File: src/pkg/ssipos_pkg.sv
package ssipos_pkg;
	// word length limits and default
	localparam int WORD_MAX      = 35;
	localparam int WORD_DEF      = 17;
	localparam int WORD_MIN      = 17;
	localparam int LEN_W         = 6;
	localparam int TURN_BITS     = 16;
	// clock rate and monoflop time
	localparam int CLK_MHZ       = 100;
	localparam int MONO_US       = 16;
	localparam int MONO_CYC      = MONO_US * CLK_MHZ;
	localparam int MONO_W        = 12;
	// idle and busy data line levels
	localparam logic DATA_IDLE   = 1'b1;
	localparam logic DATA_BUSY   = 1'b0;
	// buffer shape
	localparam int BUF_DEPTH     = 2;
	// link states
	typedef enum logic [2:0] {
		SSIPOS_IDLE  = 3'b001,
		SSIPOS_SHIFT = 3'b010,
		SSIPOS_MONO  = 3'b100
	} ssipos_state_type;
endpackage

File: src/logic/ssipos_buf.sv
`timescale 1ns/10ps
// two-entry buffer with valid and ready on both sides
module ssipos_buf #(
	parameter int WIDTH = ssipos_pkg::WORD_MAX
) (
	input  wire logic             clk_i,
	input  wire logic             reset_n_i,
	input  wire logic             ce_i,
	input  wire logic             in_valid_i,
	output logic                  in_ready_o,
	input  wire logic [WIDTH-1:0] in_data_i,
	output logic                  out_valid_o,
	input  wire logic             out_ready_i,
	output logic      [WIDTH-1:0] out_data_o
);
	logic [WIDTH-1:0] mem_r [ssipos_pkg::BUF_DEPTH];
	logic             wp_r;
	logic             rp_r;
	logic [1:0]       cnt_r;
	wire              push = in_valid_i && (cnt_r != 2'h2);
	wire              pop  = out_ready_i && (cnt_r != 2'h0);

	assign in_ready_o  = (cnt_r != 2'h2);
	assign out_valid_o = (cnt_r != 2'h0);
	assign out_data_o  = mem_r[rp_r];

	// pointers and fill count
	always_ff @(posedge clk_i or negedge reset_n_i)
	begin
		if (!reset_n_i)
		begin
			wp_r  <= 1'b0;
			rp_r  <= 1'b0;
			cnt_r <= 2'h0;
		end
		else if (ce_i)
		begin
			if (push)
				wp_r <= ~wp_r;
			if (pop)
				rp_r <= ~rp_r;
			cnt_r <= cnt_r + {1'b0, push} - {1'b0, pop};
		end
	end

	// storage
	always_ff @(posedge clk_i)
	begin
		if (ce_i && push)
			mem_r[wp_r] <= in_data_i;
	end
endmodule // ssipos_buf

File: src/logic/ssipos_slave.sv
`timescale 1ns/10ps
////////////////////////////////////////////////////////////////////////////////
module ssipos_slave #(
	parameter int MONO_CYC = ssipos_pkg::MONO_CYC
) (
	input  wire logic                             clk_i,
	input  wire logic                             reset_n_i,
	input  wire logic                             ce_i,
	input  wire logic                             link_clk_i,
	output logic                                  link_data_o,
	input  wire logic                             pos_valid_i,
	output logic                                  pos_ready_o,
	input  wire logic [ssipos_pkg::WORD_MAX-1:0]  pos_data_i,
	input  wire logic [ssipos_pkg::LEN_W-1:0]     word_len_i,
	output logic                                  busy_o,
	output logic      [ssipos_pkg::WORD_MAX-1:0]  last_word_o
);
	////////////////////////////////////////////////////////////////////////
	localparam int W = ssipos_pkg::WORD_MAX;

	ssipos_pkg::ssipos_state_type state_r;
	ssipos_pkg::ssipos_state_type state_nxt;
	logic                         lclk_s;
	logic                         lclk_d_r;
	logic [W-1:0]                 shreg_r;
	logic [W-1:0]                 shreg_nxt;
	logic [W-1:0]                 cur_pos_r;
	logic [ssipos_pkg::LEN_W-1:0] len_r;
	logic [ssipos_pkg::MONO_W-1:0] mono_r;
	logic                         first_r;
	logic [ssipos_pkg::LEN_W-1:0] sent_r;
	logic                         data_nxt;
	logic                         buf_ready;
	logic                         buf_valid;
	logic [W-1:0]                 buf_data;

	////////////////////////////////////////////////////////////////////////
	// link clock sampled, edges found on the system clock
	ssipos_sync #(
		.INIT (1'b1)
	) u_sync (
		.clk_i     (clk_i),
		.reset_n_i (reset_n_i),
		.ce_i      (ce_i),
		.pin_i     (link_clk_i),
		.sync_o    (lclk_s)
	);

	// position source feeds through a two-entry buffer
	ssipos_buf #(
		.WIDTH (W)
	) u_buf (
		.clk_i       (clk_i),
		.reset_n_i   (reset_n_i),
		.ce_i        (ce_i),
		.in_valid_i  (pos_valid_i),
		.in_ready_o  (buf_ready),
		.in_data_i   (pos_data_i),
		.out_valid_o (buf_valid),
		.out_ready_i (1'b1),
		.out_data_o  (buf_data)
	);

	wire fall_edge = lclk_d_r && !lclk_s;
	wire rise_edge = !lclk_d_r && lclk_s;
	wire mono_done = (mono_r == ssipos_pkg::MONO_W'(MONO_CYC - 1));
	// one more rise of the burst, counter saturates
	wire sent_step = (state_r == ssipos_pkg::SSIPOS_SHIFT) && rise_edge
		&& (sent_r != '1);
	wire [ssipos_pkg::LEN_W-1:0] len_min =
		ssipos_pkg::LEN_W'(ssipos_pkg::WORD_MIN);
	// clamp length into the documented span
	wire [ssipos_pkg::LEN_W-1:0] len_ok =
		(word_len_i < len_min) ? len_min :
		(word_len_i > ssipos_pkg::LEN_W'(W)) ? ssipos_pkg::LEN_W'(W) :
		word_len_i;
	// left align the binary word so its MSB sits at the top bit
	wire [W-1:0] aligned = cur_pos_r << (ssipos_pkg::LEN_W'(W) - len_ok);

	////////////////////////////////////////////////////////////////////////
	// state and output decode
	always_comb
	begin
		state_nxt = state_r;
		shreg_nxt = shreg_r;
		data_nxt  = link_data_o;
		case (state_r)
			ssipos_pkg::SSIPOS_IDLE:
			begin
				data_nxt = ssipos_pkg::DATA_IDLE;
				if (fall_edge)             // capture only on master edge
				begin
					shreg_nxt = aligned;     // freeze binary word
					data_nxt  = ssipos_pkg::DATA_BUSY; // busy low
					state_nxt = ssipos_pkg::SSIPOS_SHIFT;
				end
			end
			ssipos_pkg::SSIPOS_SHIFT:
			begin
				if (rise_edge)
				begin
					data_nxt  = shreg_r[W-1];      // MSB first
					shreg_nxt = {shreg_r[W-2:0], 1'b0}; // zero fill
				end
				if (mono_done)
				begin
					data_nxt  = ssipos_pkg::DATA_IDLE; // re-arm
					state_nxt = ssipos_pkg::SSIPOS_IDLE;
				end
			end
			default:
			begin
				data_nxt  = ssipos_pkg::DATA_IDLE;
				state_nxt = ssipos_pkg::SSIPOS_IDLE;
			end
		endcase
	end

	////////////////////////////////////////////////////////////////////////
	// main registers
	always_ff @(posedge clk_i or negedge reset_n_i)
	begin
		if (!reset_n_i)
		begin
			state_r     <= ssipos_pkg::SSIPOS_IDLE;
			lclk_d_r    <= 1'b1;
			shreg_r     <= '0;
			link_data_o <= ssipos_pkg::DATA_IDLE;
		end
		else if (ce_i)
		begin
			state_r     <= state_nxt;
			lclk_d_r    <= lclk_s;
			shreg_r     <= shreg_nxt;
			link_data_o <= data_nxt;
		end
	end

	// monoflop counts idle cycles since the last clock edge
	always_ff @(posedge clk_i or negedge reset_n_i)
	begin
		if (!reset_n_i)
			mono_r <= '0;
		else if (ce_i)
		begin
			if (state_r != ssipos_pkg::SSIPOS_SHIFT || fall_edge || rise_edge)
				mono_r <= '0;
			else if (!mono_done)
				mono_r <= mono_r + 1'b1;
		end
	end

	// rises seen since capture, marks the end of the word
	always_ff @(posedge clk_i or negedge reset_n_i)
	begin
		if (!reset_n_i)
			sent_r <= '0;
		else if (ce_i)
		begin
			if (state_r == ssipos_pkg::SSIPOS_IDLE && fall_edge)
				sent_r <= '0;
			else if (sent_step)
				sent_r <= sent_r + 1'b1;
		end
	end

	// latest position, taken from the buffer whenever it holds a word
	always_ff @(posedge clk_i or negedge reset_n_i)
	begin
		if (!reset_n_i)
		begin
			cur_pos_r   <= '0;
			len_r       <= ssipos_pkg::LEN_W'(ssipos_pkg::WORD_DEF);
			first_r     <= 1'b0;
			pos_ready_o <= 1'b0;
			busy_o      <= 1'b0;
			last_word_o <= '0;
		end
		else if (ce_i)
		begin
			pos_ready_o <= buf_ready;
			busy_o      <= (state_nxt != ssipos_pkg::SSIPOS_IDLE);
			if (buf_valid)
				cur_pos_r <= buf_data; // value passed unaltered
			if (state_r == ssipos_pkg::SSIPOS_IDLE && fall_edge)
			begin
				len_r       <= len_ok;   // length fixed per burst
				last_word_o <= aligned;
				first_r     <= 1'b1;
			end
			else if (rise_edge)
				first_r <= 1'b0;
		end
	end

	////////////////////////////////////////////////////////////////////////
	// checks
	a_capture_drives_low: assert property (
		@(posedge clk_i) disable iff (!reset_n_i)
		(ce_i && state_r == ssipos_pkg::SSIPOS_IDLE && fall_edge)
			|=> (!link_data_o && state_r == ssipos_pkg::SSIPOS_SHIFT))
		else $error("capture did not drive data low");

	a_msb_first_bit: assert property (
		@(posedge clk_i) disable iff (!reset_n_i)
		(ce_i && state_r == ssipos_pkg::SSIPOS_SHIFT && rise_edge
			&& !mono_done)
			|=> (link_data_o == $past(shreg_r[W-1])))
		else $error("shifted bit is not the top bit");

	a_idle_data_high: assert property (
		@(posedge clk_i) disable iff (!reset_n_i)
		(state_r == ssipos_pkg::SSIPOS_IDLE && $past(state_r)
			== ssipos_pkg::SSIPOS_IDLE) |-> link_data_o)
		else $error("data not high while idle");

	a_mono_rearm: assert property (
		@(posedge clk_i) disable iff (!reset_n_i)
		(ce_i && state_r == ssipos_pkg::SSIPOS_SHIFT && mono_done)
			|=> (state_r == ssipos_pkg::SSIPOS_IDLE && link_data_o))
		else $error("monoflop expiry did not re-arm");

	a_word_frozen: assert property (
		@(posedge clk_i) disable iff (!reset_n_i)
		(ce_i && state_r == ssipos_pkg::SSIPOS_SHIFT && !rise_edge
			&& !mono_done) |=> (shreg_r == $past(shreg_r)))
		else $error("shift word changed without a clock edge");

	a_zero_fill: assert property (
		@(posedge clk_i) disable iff (!reset_n_i)
		(ce_i && state_r == ssipos_pkg::SSIPOS_SHIFT && rise_edge)
			|=> (shreg_r[0] == 1'b0))
		else $error("extra clocks did not fill with zero");

	a_edge_restarts: assert property (
		@(posedge clk_i) disable iff (!reset_n_i)
		(ce_i && state_r == ssipos_pkg::SSIPOS_SHIFT && rise_edge)
			|=> (mono_r == '0))
		else $error("monoflop not restarted by clock activity");

	a_length_span: assert property (
		@(posedge clk_i) disable iff (!reset_n_i)
		(len_r >= len_min && len_r <= ssipos_pkg::LEN_W'(W)))
		else $error("word length out of span");

	a_zero_past_word: assert property (
		@(posedge clk_i) disable iff (!reset_n_i)
		(ce_i && state_r == ssipos_pkg::SSIPOS_SHIFT && rise_edge
			&& !mono_done && sent_r >= len_r) |=> !link_data_o)
		else $error("bit past the word is not zero");

	a_bit_order: assert property (
		@(posedge clk_i) disable iff (!reset_n_i)
		(ce_i && state_r == ssipos_pkg::SSIPOS_SHIFT && rise_edge
			&& !mono_done && sent_r < len_r)
			|=> (link_data_o == $past(last_word_o[W - 1 - sent_r])))
		else $error("bit order differs from the captured word");

	a_lead_low: assert property (
		@(posedge clk_i) disable iff (!reset_n_i)
		(first_r && state_r == ssipos_pkg::SSIPOS_SHIFT) |-> !link_data_o)
		else $error("data line not low before the first bit");

	a_busy_follows: assert property (
		@(posedge clk_i) disable iff (!reset_n_i)
		(busy_o == (state_r != ssipos_pkg::SSIPOS_IDLE)))
		else $error("busy does not follow the transfer");

	a_word_aligned: assert property (
		@(posedge clk_i) disable iff (!reset_n_i)
		(ce_i && state_r == ssipos_pkg::SSIPOS_IDLE && fall_edge)
			|=> ((last_word_o << len_r) == '0))
		else $error("captured word not left aligned");

	a_pos_taken: assert property (
		@(posedge clk_i) disable iff (!reset_n_i)
		(ce_i && buf_valid)
			|=> (cur_pos_r == $past(buf_data)))
		else $error("position altered on its way in");

	a_no_unasked: assert property (
		@(posedge clk_i) disable iff (!reset_n_i)
		(ce_i && state_r == ssipos_pkg::SSIPOS_IDLE && !fall_edge)
			|=> (state_r == ssipos_pkg::SSIPOS_IDLE && link_data_o))
		else $error("transfer started without a master edge");

	a_mono_bounded: assert property (
		@(posedge clk_i) disable iff (!reset_n_i)
		(mono_r <= ssipos_pkg::MONO_W'(MONO_CYC - 1)))
		else $error("monoflop count past its end");
endmodule // ssipos_slave

File: src/logic/ssipos_sync.sv
`timescale 1ns/10ps
// two flip-flop synchroniser for one pin, reset to a chosen level
module ssipos_sync #(
	parameter logic INIT = 1'b1
) (
	input  wire logic clk_i,
	input  wire logic reset_n_i,
	input  wire logic ce_i,
	input  wire logic pin_i,
	output logic      sync_o
);
	logic meta_r;

	// first stage feeds only the second
	always_ff @(posedge clk_i or negedge reset_n_i)
	begin
		if (!reset_n_i)
		begin
			meta_r <= INIT;
			sync_o <= INIT;
		end
		else if (ce_i)
		begin
			meta_r <= pin_i;
			sync_o <= meta_r;
		end
	end
endmodule // ssipos_sync

File: config.mk
export PLATFORM = sky130hd
export DESIGN_NAME = ssipos_slave
export DESIGN_NICKNAME = d
export VERILOG_FILES = /design/src/pkg/ssipos_pkg.sv /design/src/logic/ssipos_buf.sv /design/src/logic/ssipos_slave.sv /design/src/logic/ssipos_sync.sv
export SDC_FILE = /design/constraint.sdc
export NUM_CORES = 1
export LEC_CHECK = 0
export BUFFER_PORTS_ARGS = -buffer_cell sky130_fd_sc_hd__buf_2
export CAP_MARGIN = 30
export CORE_UTILIZATION = 49
export DETAILED_ROUTE_END_ITERATION = 8
export PLACE_DENSITY_LB_ADDON = 0.15
export SLEW_MARGIN = 5
export SYNTH_ARGS = -nofsm -noshare
export SYNTH_HDL_FRONTEND = slang
export SYNTH_SLANG_ARGS = --single-unit
File: constraint.sdc
create_clock -name clk_i -period 3.35 [get_ports clk_i]
set_clock_uncertainty 0.05 [all_clocks]
set_input_delay 0.335 -clock clk_i [delete_from_list [all_inputs] [get_ports clk_i]]
set_output_delay 0.335 -clock clk_i [all_outputs]
set_load 0.01 [all_outputs]
== Yosys cells after proc, flatten, opt, wreduce, memory -nomap -nowiden ==
Memory sizes are Yosys's and may differ from the RTL's. A register that Yosys moved wholly into a read port is not among the register bits.
Index checks and enable logic that the tools add are counted.
Word-level totals
  bits in writable memories: 70
  bits in registers: 95
  memories: 1
Memories
  u_buf.mem_r: words 2, width 35, rd ports 1, clocked after memory_dff 1, write ports 1, RTL line ssipos_buf.sv:16  | logic [WIDTH-1:0] mem_r [ssipos_pkg::BUF_DEPTH];
Operators by class
  shift-type cells: 1
  magnitude comparators: 2
  bitwise operators: 2
  equality and inequality tests: 10
  reduce and logical (&&, ||, !) cells: 18
  add/subtract/negate cells: 4
  multiplexer cells: 16
Operator list (number)
  $mux W35: 2
  $pmux W35 S2: 1
  $shl A35 B6 Y35: 1
  $mux W12: 2
  $add A12 B1 Y12 const B: 1
  $eq A12 B11 Y1 const B: 1
  $mux W6: 2
  $reduce_and A2 Y1: 5
  $gt A6 B6 Y1 const B: 1
  $lt A6 B5 Y1 const B: 1
  $mux W3: 2
  $ne A2 B2 Y1 const B: 3
  $pmux W3 S2: 1
  $sub A6 B6 Y6 const A: 1
  $logic_and A1 B1 Y1: 5
  $mux W1: 5
  $reduce_and A4 Y1: 1
  $reduce_bool A2 Y1: 2
  $eq A3 B1 Y1 const B: 1
  $eq A3 B2 Y1 const B: 1
  $logic_not A1 Y1: 3
  $ne A3 B1 Y1 const B: 1
  $ne A3 B2 Y1 const B: 1
  $ne A3 B3 Y1 const B: 1
  other kinds (6): 8

== Depth between registers and ports, before layout ==
Gate-level depths: netlist of the first run.
  depth in word-level cells: 7
  mapped depth: 14
  mapped depth without buffers: 10

== Hierarchy ==
From an unflattened synthesis of the first run, not the netlist that was laid out.
Second synthesis, totals
  cell total of the unflattened synthesis: 824
  area, all modules: 9944.5 µm²
Modules (own cells, without submodules)
  ssipos_slave: area each 6970.4 µm², cells an instance 689, instances 1
  ssipos_buf: area each 2899.0 µm², cells an instance 131, instances 1
  ssipos_sync: area each 75.1 µm², cells an instance 4, instances 1

== Worst setup path before layout of the first run ==
OpenSTA, ideal clock, no wires.
  path type: input port to flip-flop
  from: input word_len_i[5] (netlist bit)
  to: register shreg_r[28]
  library setup time: 143 ps
  cell stages on the path: 12
  data arrival time: 3049 ps
  path buffers: 4
  required time: 3157 ps
  path slack: 108 ps
  cells stage by stage: buf_2 > and3b_1 > inv_1 > clkbuf_1 > clkbuf_1 > ha_1 > xor2_1 > clkbuf_1 > mux2i_1 > o32ai_1 > o31ai_1 > o211ai_1
Between the ends
  cells in the longest elaborated chain, start to end: 7
  elaborated cells on any way between the ends: 8
RTL lines
  start, declared: RTL line ssipos_slave.sv:14  | input wire logic [ssipos_pkg::LEN_W-1:0] word_len_i,
  $gt A6 B6 Y1: RTL line ssipos_slave.sv:75  | (word_len_i > ssipos_pkg::LEN_W'(W)) ? ssipos_pkg::LEN_W'(W) :
  $mux W6: RTL line ssipos_slave.sv:75
  $mux W6 (*): RTL line ssipos_slave.sv:74  | (word_len_i < len_min) ? len_min :
  $sub A6 B6 Y6 (*): RTL line ssipos_slave.sv:78  | wire [W-1:0] aligned = cur_pos_r << (ssipos_pkg::LEN_W'(W) - len_ok);
  $shl A35 B6 Y35 (*): RTL line ssipos_slave.sv:78
  $mux W35 (*): RTL line ssipos_slave.sv:91  | if (fall_edge)
  $pmux W35 S2 (*): RTL line ssipos_slave.sv:87  | case (state_r)
  end signal, assigned: RTL line ssipos_slave.sv:134  | shreg_r <= shreg_nxt;
  end, declared: RTL line ssipos_slave.sv:25  | logic [W-1:0] shreg_r;
Mark *: on every way between the ends. The rest lies on a longest branch, timed or not. The select of a mux whose other input is x is not followed.
A chain may end at the register's enable or synchronous reset.

== Worst setup path after layout of the first run ==
  from: input word_len_i[2] (netlist bit)
  to: register shreg_r[26]
The elaborated chain is that of the path after synthesis.

==> key figures, run 1 <==
Logic synthesis
  • Share of flip-flops with an asynchronous set or reset after synthesis: 65.0%
  • Synth Area in Simple Gates: between 10% and 20%
  • Adder-cell share of the synthesized area: 0.263%
  • Post-synthesis instance total: 855
  • Synth top area cells: sky130_fd_sc_hd__dfrtp_1 (33%), sky130_fd_sc_hd__edfxtp_1 (22%), sky130_fd_sc_hd__nand2_1 (7.2%), sky130_fd_sc_hd__mux4_2 (6.2%), sky130_fd_sc_hd__mux2i_1 (5.7%)
  • Compound-gate portion of the synthesized area: 12.7%
  • Dominant cell by count in the synthesized netlist: sky130_fd_sc_hd__nand2_1
  • Number of warnings issued by yosys: 0
  • Synthesized area: 0.00952 mm2
  • Sequential cell area fraction in the yosys report: a little under three fifths
  • Portion of synthesized cell area occupied by the leading cell type: between 30% and 40%
  • Number of register bits inferred by synthesis: 200
  • Main flop type after synthesis: sky130_fd_sc_hd__dfrtp_1
  • Portion of netlist area occupied by mux cells: between 10% and 20%
  • Dominant combinational cell family by area after synthesis: simple AND/OR/NAND/NOR gates
  • Avg Cell Area, Syn: between 10 and 15 um2
  • Count of distinct cell types in the synthesized netlist: 62
  • Synth Area in XOR/XNOR: approximately 1.2%
  • Number of synthesized flops with an enable pin: 70
  • Post-synth top cells: sky130_fd_sc_hd__nand2_1 (182), sky130_fd_sc_hd__dfrtp_1 (125), sky130_fd_sc_hd__edfxtp_1 (70)
  • Synth area leader: sky130_fd_sc_hd__dfrtp_1
  • Net count after synthesis: between 900 and 1000

Timing
  • Post-route fraction of the period consumed by the critical path: 81.6%
  • Number of max-slew violations in the final report: 0
  • Fmax achieved: 0.366 GHz
  • Final setup violating endpoints: 0
  • Count of endpoints failing hold in the final timing report: 0
  • Shortest period the worst path allows: 2.74 ns
  • Final worst setup slack: between 0.6 and 0.7 ns
  • Worst rel slew slack: 48.9%
  • Setup TNS after final layout: 0 ns
  • Transition time at the pin with the least slew margin: between 0.7 and 0.8 ns
  • RSZ-0062 raised after global routing: no

Critical path
  • Setup crit end kind: register
  • RR Startpoint: state_r[0]
  • Buffer and inverter count on the worst path: 1
  • Highest-delay cell along the critical path: sky130_fd_sc_hd__a22o_1
  • Cell Chain, Critical Path: buf_2, nor3_1, a22o_1, mux2_2, a21oi_1, o21ai_0, a221oi_1, a2111oi_0
  • Startpoint Class: input port
  • Worst setup path class: in -> reg
  • Start point of the critical path: word_len_i[2]
  • Delay-heaviest family, CP: compound AO/OA/AOI/OAI gates
  • Critical path data arrival time: around 3.0 ns
  • Worst path required time: roughly 3.6 ns
  • Worst reg2reg path depth: 6
  • Worst-case register-to-register setup slack: 0.75 ns
  • Worst-path fanout max: 13
  • CP max stage delay: ~0.62 ns
  • Endpoint of the worst register-to-register path: shreg_r[20]

Die
  • Number of top-level pins: 84
  • Die area: 0.0200 mm2
  • CORE AREA: around 0.019 mm2
  • Chip Width: between 100 and 150 um
  • Initial core utilization: 50.4%
  • Vert. Die Dim: 141 um
  • Number of core rows: 50

Clocking
  • Number of clock sinks: 200
  • Register clock-pin slew on the reported worst setup and hold paths: around 0.070 ns
  • Clock insertion delay at the later pin of the skew report: 0.44 ns
  • H-tree depth: 4
  • TritonCTS clock tree: done
  • Number of buffers on the longest clock path: 2
  • Post-CTS Resized: 0
  • Clock Root Buffer: sky130_fd_sc_hd__clkbuf_16
  • Number of buffers added by the clock tree synthesis step: 17

Global routing
  • Grt met3 use: around 3.5%
  • Initial antenna violation count: 0
  • Layer carrying the most global-route usage: met2
  • Combined global-route utilization of all metal layers: approximately a quarter
  • Largest net degree at the start of global routing: 79
  • Global-route wire length before repair: about 36000 um
  • Via count of the first global-routing pass: 6597
  • Overall overflow remaining after global route: 0
  • Met2 demand-to-capacity share in global routing: 37.9%
  • Fraction of met1 tracks used by global routing: 32.2%

Status
  • Result of the run: completed

Route
  • Total via count in the routed design: about 6900
  • Drt via density: 5.72
  • WL final: 22100 um
  • Post-DR wirelength/cell: between 15 and 20 um
  • DRC violation count after routing: 0
  • Drt pass-1 iters: 5
  • DRC violation total after the first TritonRoute iteration: between 500 and 600
  • Post-route ant nets: 0

Finish
  • Share of layout cells above drive strength 1: between 20 and 25%
  • Net count, final: 980
  • Diode count: 0
  • Area growth from synthesis to layout: 14.4%

Placement
  • Detailed Place HPWL: approximately 15000 um
  • Port Buffers: 83
  • Placer congestion estimate: roughly 0.94
  • Worst slack at placement: roughly 0.24 ns

Pwr
  • Cell Pwr Density: ~700 mW/mm2
  • Maximum vdd ir drop: 0.410 mV
  • Leakage component of the power: 0.00464 uW

Hold path
  • Hold WC Path Type: in -> reg
  • Critical hold path startpoint: pos_data_i[18]
  • Destination of the worst hold path: u_buf.mem_r[1][18]
  • Instance count along the most critical hold path: 1

Run
  • Max-capacitance violation count: 0
==> worst max-delay path by stage <==
stage	cells after the start	end
2_1_floorplan	12	shreg_r[28]
3_3_place_gp	9	shreg_r[30]
3_5_place_dp	8	shreg_r[32]
4_1_cts	8	shreg_r[26]
5_1_grt	8	shreg_r[20]
6_report	8	shreg_r[26]
==> cells by family after synthesis <==
kind of cell,after synthesis
xor+xnor,13
compound gates,187
fa+ha+maj,2
flops,200
simple gates,301
mux,91
buf+inv,61
==> placed cells by master, fill, tap and decap left out, types with 5 or more instances in the layout <==
master,n
sky130_fd_sc_hd__nand2_1,182
sky130_fd_sc_hd__dfrtp_1,124
sky130_fd_sc_hd__buf_2,82
sky130_fd_sc_hd__edfxtp_1,70
sky130_fd_sc_hd__o21ai_0,63
sky130_fd_sc_hd__mux2i_1,54
sky130_fd_sc_hd__nor2_1,49
sky130_fd_sc_hd__a21oi_1,28
sky130_fd_sc_hd__o211ai_1,28
sky130_fd_sc_hd__mux4_2,26
sky130_fd_sc_hd__nand3_1,23
sky130_fd_sc_hd__buf_4,23
sky130_fd_sc_hd__clkbuf_16,17
sky130_fd_sc_hd__nor3_1,14
sky130_fd_sc_hd__a22oi_1,11
sky130_fd_sc_hd__mux2_2,10
sky130_fd_sc_hd__inv_1,9
sky130_fd_sc_hd__o31ai_1,9
sky130_fd_sc_hd__xor2_1,7
sky130_fd_sc_hd__xnor2_1,6
sky130_fd_sc_hd__inv_6,5
sky130_fd_sc_hd__dfstp_2,5
==> timing repair <==
item / CTS / global route
buffers inserted: 0 / 0
setup endpoints to repair: 0 / 0
hold buffers: 1 / 0
hold endpoints to repair: 52 / 0
==> layer usage <==
| layer | part of all wire, % | up-vias |
|---|---|---|
| li1 | - | 3273 |
| met1 | 46 | 3412 |
| met2 | 48 | 175 |
| met3 | 3.6 | 31 |
| met4 | 2.1 | 0 |
| met5 | 0 | - |
==> final cells by class <==
class	instances	area, um2
fillers	1694	8010
flip-flops and latches	200	5360
multi-input cells	594	3920
repair buffers	110	673
clock buffers	20	437
well taps	260	325
clock inverters	12	134
inverters	9	33.8
==> registers in the layout, summed over array words and instances (netlist names), 2 cells and up <==
name         count
u_buf.mem_r     70
state_r          3
last_word_o     35
u_buf.cnt_r      2
mono_r          12
shreg_r         35
cur_pos_r       35
==> metrics by stage <==
step           util, %  instances  hold slack, ns  instance area, um2  power (uW)
2_1_floorplan        -        855         -0.0106                9520        5030
3_3_place_gp      54.5       1171           0.373               10300        5830
3_5_place_dp      54.6       1172           0.376               10300        5880
4_1_cts           57.6       1205          0.0209               10900        7880
5_1_grt           57.6       1205          0.0156               10900        8280
6_report          57.6       1205          0.0292               10900        7830
==> power by group <==
group / internal, uW / switching (uW) / total, uW
clock: 1050 / 941 / 2000
sequential: 3170 / 460 / 3630
combinational: 971 / 1230 / 2200
total: 5190 / 2630 / 7830
(Power assumes the default switching activity.)
==> run 2, diff against run 1 <==
- ABC_AREA: unset -> 1
- clock period: 3.35 -> 2.21 ns (I/O delays scaled with it)
==> run 2 against run 1 <==
Final area rose by 9.2%. Register-to-register slack got worse by 0.51 ns. Critical endpoint is now shreg_r[14]. Largest cell class unchanged. Synthesized cell count increased by 44%. Hold slack better by 0.0059 ns. Clock power grew 63%. Die area increased by 5.3%. Synthesized area increased by 5.4%. Via count rose by 24%. Final cell count rose by 34%. Clock-buffer cell count decreased by 2. Routed wire length is 12% higher.
==> key figures, run 2 <==
Timing
  • Final setup violating endpoints: 0
  • Count of endpoints failing hold in the final timing report: 0
  • Worst rel slew slack: between 60% and 70%
  • Fmax achieved: approximately 0.5 GHz
  • Number of max-slew violations in the final report: 0
  • Worst hold slack: ~0.035 ns
  • Post-route fraction of the period consumed by the critical path: between 80% and 90%
  • RSZ-0062 raised after global routing: no
  • Shortest period the worst path allows: about 2.0 ns
  • Transition time at the pin with the least slew margin: around 0.58 ns

Clocking
  • TritonCTS clock tree: done
  • Clock Root Buffer: sky130_fd_sc_hd__clkbuf_16
  • H-tree depth: 4
  • Number of buffers added by the clock tree synthesis step: 17
  • Clock insertion delay at the later pin of the skew report: roughly 0.44 ns
  • Number of buffers on the longest clock path: 2
  • Register clock-pin slew on the reported worst setup and hold paths: 0.08 ns
  • Number of clock sinks: 200

Route
  • Total via count in the routed design: approximately 8500
  • DRC violation total after the first TritonRoute iteration: between 500 and 600
  • Post-route ant nets: 0
  • Drt via density: 5.29
  • Drt pass-1 iters: 5
  • Post-DR wirelength/cell: 15.3 um
  • DRC violation count after routing: 0
  • WL final: roughly 25000 um

Die
  • CORE AREA: slightly below 0.02 mm2
  • Initial core utilization: 50.7%
  • Die area: roughly 0.021 mm2
  • Vert. Die Dim: ~150 um
  • Number of core rows: 51
  • Number of top-level pins: 84
  • Chip Width: 145 um

Run
  • Max-capacitance violation count: 0

Finish
  • Number of fill cells in the layout: between 1500 and 2000
  • Most common library cell in the layout ignoring fill and taps: sky130_fd_sc_hd__nand2_1
  • Diode count: 0
  • Area growth from synthesis to layout: 18.5%
  • Register bank with the most flops: u_buf.mem_r
  • Net count, final: about 1400
  • Count of placed standard cells in the final layout, fillers left out: between 1500 and 2000
  • Flip-flop count of the largest register, all copies and words added: 70
  • Top library cells by usage in the layout, fill and taps aside: sky130_fd_sc_hd__nand2_1 (390), sky130_fd_sc_hd__nand3_1 (256), sky130_fd_sc_hd__dfrtp_1 (125)
  • Share of layout cells above drive strength 1: between 10% and 20%

Critical path
  • Worst setup path class: reg -> reg
  • Worst path required time: ~2.5 ns
  • Worst-case register-to-register setup slack: between 0.2 and 0.25 ns
  • Setup crit end kind: register
  • Startpoint Class: register
  • RR Startpoint: lclk_d_r
  • Worst reg2reg path depth: 13
  • Start point of the critical path: lclk_d_r
  • Worst-path fanout max: 36
  • Critical path data arrival time: 2.26 ns
  • Endpoint of the worst register-to-register path: shreg_r[14]
  • CP Capture Point: shreg_r[14]

Logic synthesis
  • Avg Cell Area, Syn: 8.13 um2
  • Post-synth top cells: sky130_fd_sc_hd__nand2_1 (390), sky130_fd_sc_hd__nand3_1 (256), sky130_fd_sc_hd__dfrtp_1 (125)
  • Share of flip-flops with an asynchronous set or reset after synthesis: between 60 and 70%
  • Synth area leader: sky130_fd_sc_hd__dfrtp_1
  • Dominant cell by count in the synthesized netlist: sky130_fd_sc_hd__nand2_1
  • Sequential cell area fraction in the yosys report: 53.4%
  • Post-synthesis instance total: between 1000 and 1500
  • Portion of synthesized cell area occupied by the leading cell type: between 30% and 40%
  • Count of distinct cell types in the synthesized netlist: a little over 40
  • Net count after synthesis: 1282
  • Number of warnings issued by yosys: 0
  • Number of register bits inferred by synthesis: 200
  • Main flop type after synthesis: sky130_fd_sc_hd__dfrtp_1
  • Number of synthesized flops with an enable pin: 70
  • Synthesized area: about 0.010 mm2
  • Synth top area cells: sky130_fd_sc_hd__dfrtp_1 (31%), sky130_fd_sc_hd__edfxtp_1 (21%), sky130_fd_sc_hd__nand2_1 (15%), sky130_fd_sc_hd__nand3_1 (13%), sky130_fd_sc_hd__nor2_1 (3.3%)

Status
  • Result of the run: completed

Pwr
  • Leakage component of the power: ~0.0056 uW
  • Maximum vdd ir drop: about 0.56 mV
  • Cell Pwr Density: 1070 mW/mm2

Placement
  • Placer congestion estimate: just over 0.9
  • Detailed Place HPWL: 17000 um
  • Port Buffers: slightly above 80
  • Placed Cells: between 1500 and 2000

Global routing
  • Global-route wire length before repair: ~42000 um
  • Overall overflow remaining after global route: 0
  • Initial antenna violation count: 0
  • Via count of the first global-routing pass: between 8000 and 9000
  • Combined global-route utilization of all metal layers: between 20% and 30%
  • Largest net degree at the start of global routing: between 50 and 60

Hold path
  • Hold WC Path Type: in -> reg
-- run 2: area by class of cell --
class	instances	area [um2]	share of cell area, %
Sequential cell	200	5360	45.1
Multi-Input combinational cell	892	4110	34.6
Timing Repair Buffer	150	1200	10.1
Clock buffer	18	429	3.61
Tap cell	265	332	2.79
Inverter	73	277	2.33
Clock inverter	14	184	1.55
-- run 2: layer usage --
layer / share of wire (%) / GRT usage [%] / vias to the layer above
met1: 49 / 36.0 / 3946
li1: - / - / 4321
met4: 1.3 / 6.89 / 0
met2: 45 / 38.4 / 240
met5: 0 / 0 / -
met3: 4.9 / 3.71 / 23
-- run 2: how the worst min path moves through the flow --
| stage | endpoint | cells past startpoint | from |
|---|---|---|---|
| 3_5_place_dp | last_word_o[31] | 1 | reset_n_i |
| 6_report | u_buf.cnt_r[0] | 3 | pos_valid_i |
| 3_3_place_gp | last_word_o[31] | 1 | reset_n_i |
| 2_1_floorplan | busy_o | 0 | reset_n_i |
| 5_1_grt | u_buf.cnt_r[0] | 3 | pos_valid_i |
| 4_1_cts | u_buf.cnt_r[0] | 3 | pos_valid_i |
-- run 2: timing repair --
action / in CTS / in global routing
setup buffers: 0 / 0
endpoints found under the hold margin: 106 / 0
resized for setup: 0 / 2
hold buffers: 37 / 0
setup endpoints to repair: 0 / 1
-- run 2: kinds of logic after synthesis --
kind of cell / count (synthesis) / share of synthesized area (%)
AO/OA/AOI/OAI: 111 / 6.39
buffers and inverters: 142 / 5.81
AND/OR/NAND/NOR: 773 / 33.6
flip-flops: 200 / 53.4
adder cells (fa/ha/maj): 2 / 0.249
XOR/XNOR: 6 / 0.524
-- run 2: critical path, cell delays in order, from the launching register on --
cell and delay (ns):
sky130_fd_sc_hd__dfstp_2 0.53, sky130_fd_sc_hd__inv_1 0.08, sky130_fd_sc_hd__nor2_1 0.09, sky130_fd_sc_hd__inv_1 0.07, sky130_fd_sc_hd__nor3_2 0.21, sky130_fd_sc_hd__inv_2 0.06
sky130_fd_sc_hd__nand2_1 0.07, sky130_fd_sc_hd__inv_2 0.07, sky130_fd_sc_hd__nor2_8 0.10, sky130_fd_sc_hd__inv_4 0.09, sky130_fd_sc_hd__buf_12 0.18, sky130_fd_sc_hd__a21oi_1 0.12
sky130_fd_sc_hd__nand2_1 0.06, sky130_fd_sc_hd__o21ai_0 0.09
-- run 2: through the flow --
stage | instance area [um2] | power (uW) | setup TNS, ns | utilization (%) | setup WS (ns)
after global placement | 10900 | 9320 | -0.225 | 55.0 | -0.0723
after CTS | 11900 | 12800 | 0 | 60.1 | 0.181
after detailed placement | 10900 | 9440 | -0.204 | 55.1 | -0.0742
after floorplan | 10000 | 8020 | -27.59 | - | -0.394
final | 11900 | 12700 | 0 | 60.1 | 0.244
after global routing | 11900 | 13500 | 0 | 60.1 | 0.0555
-- run 2: power by group --
part           internal [uW]  switching (uW)
Clock                   1720            1550
Combinational           1440            2470
Sequential              4890             614
Total                   8060            4630
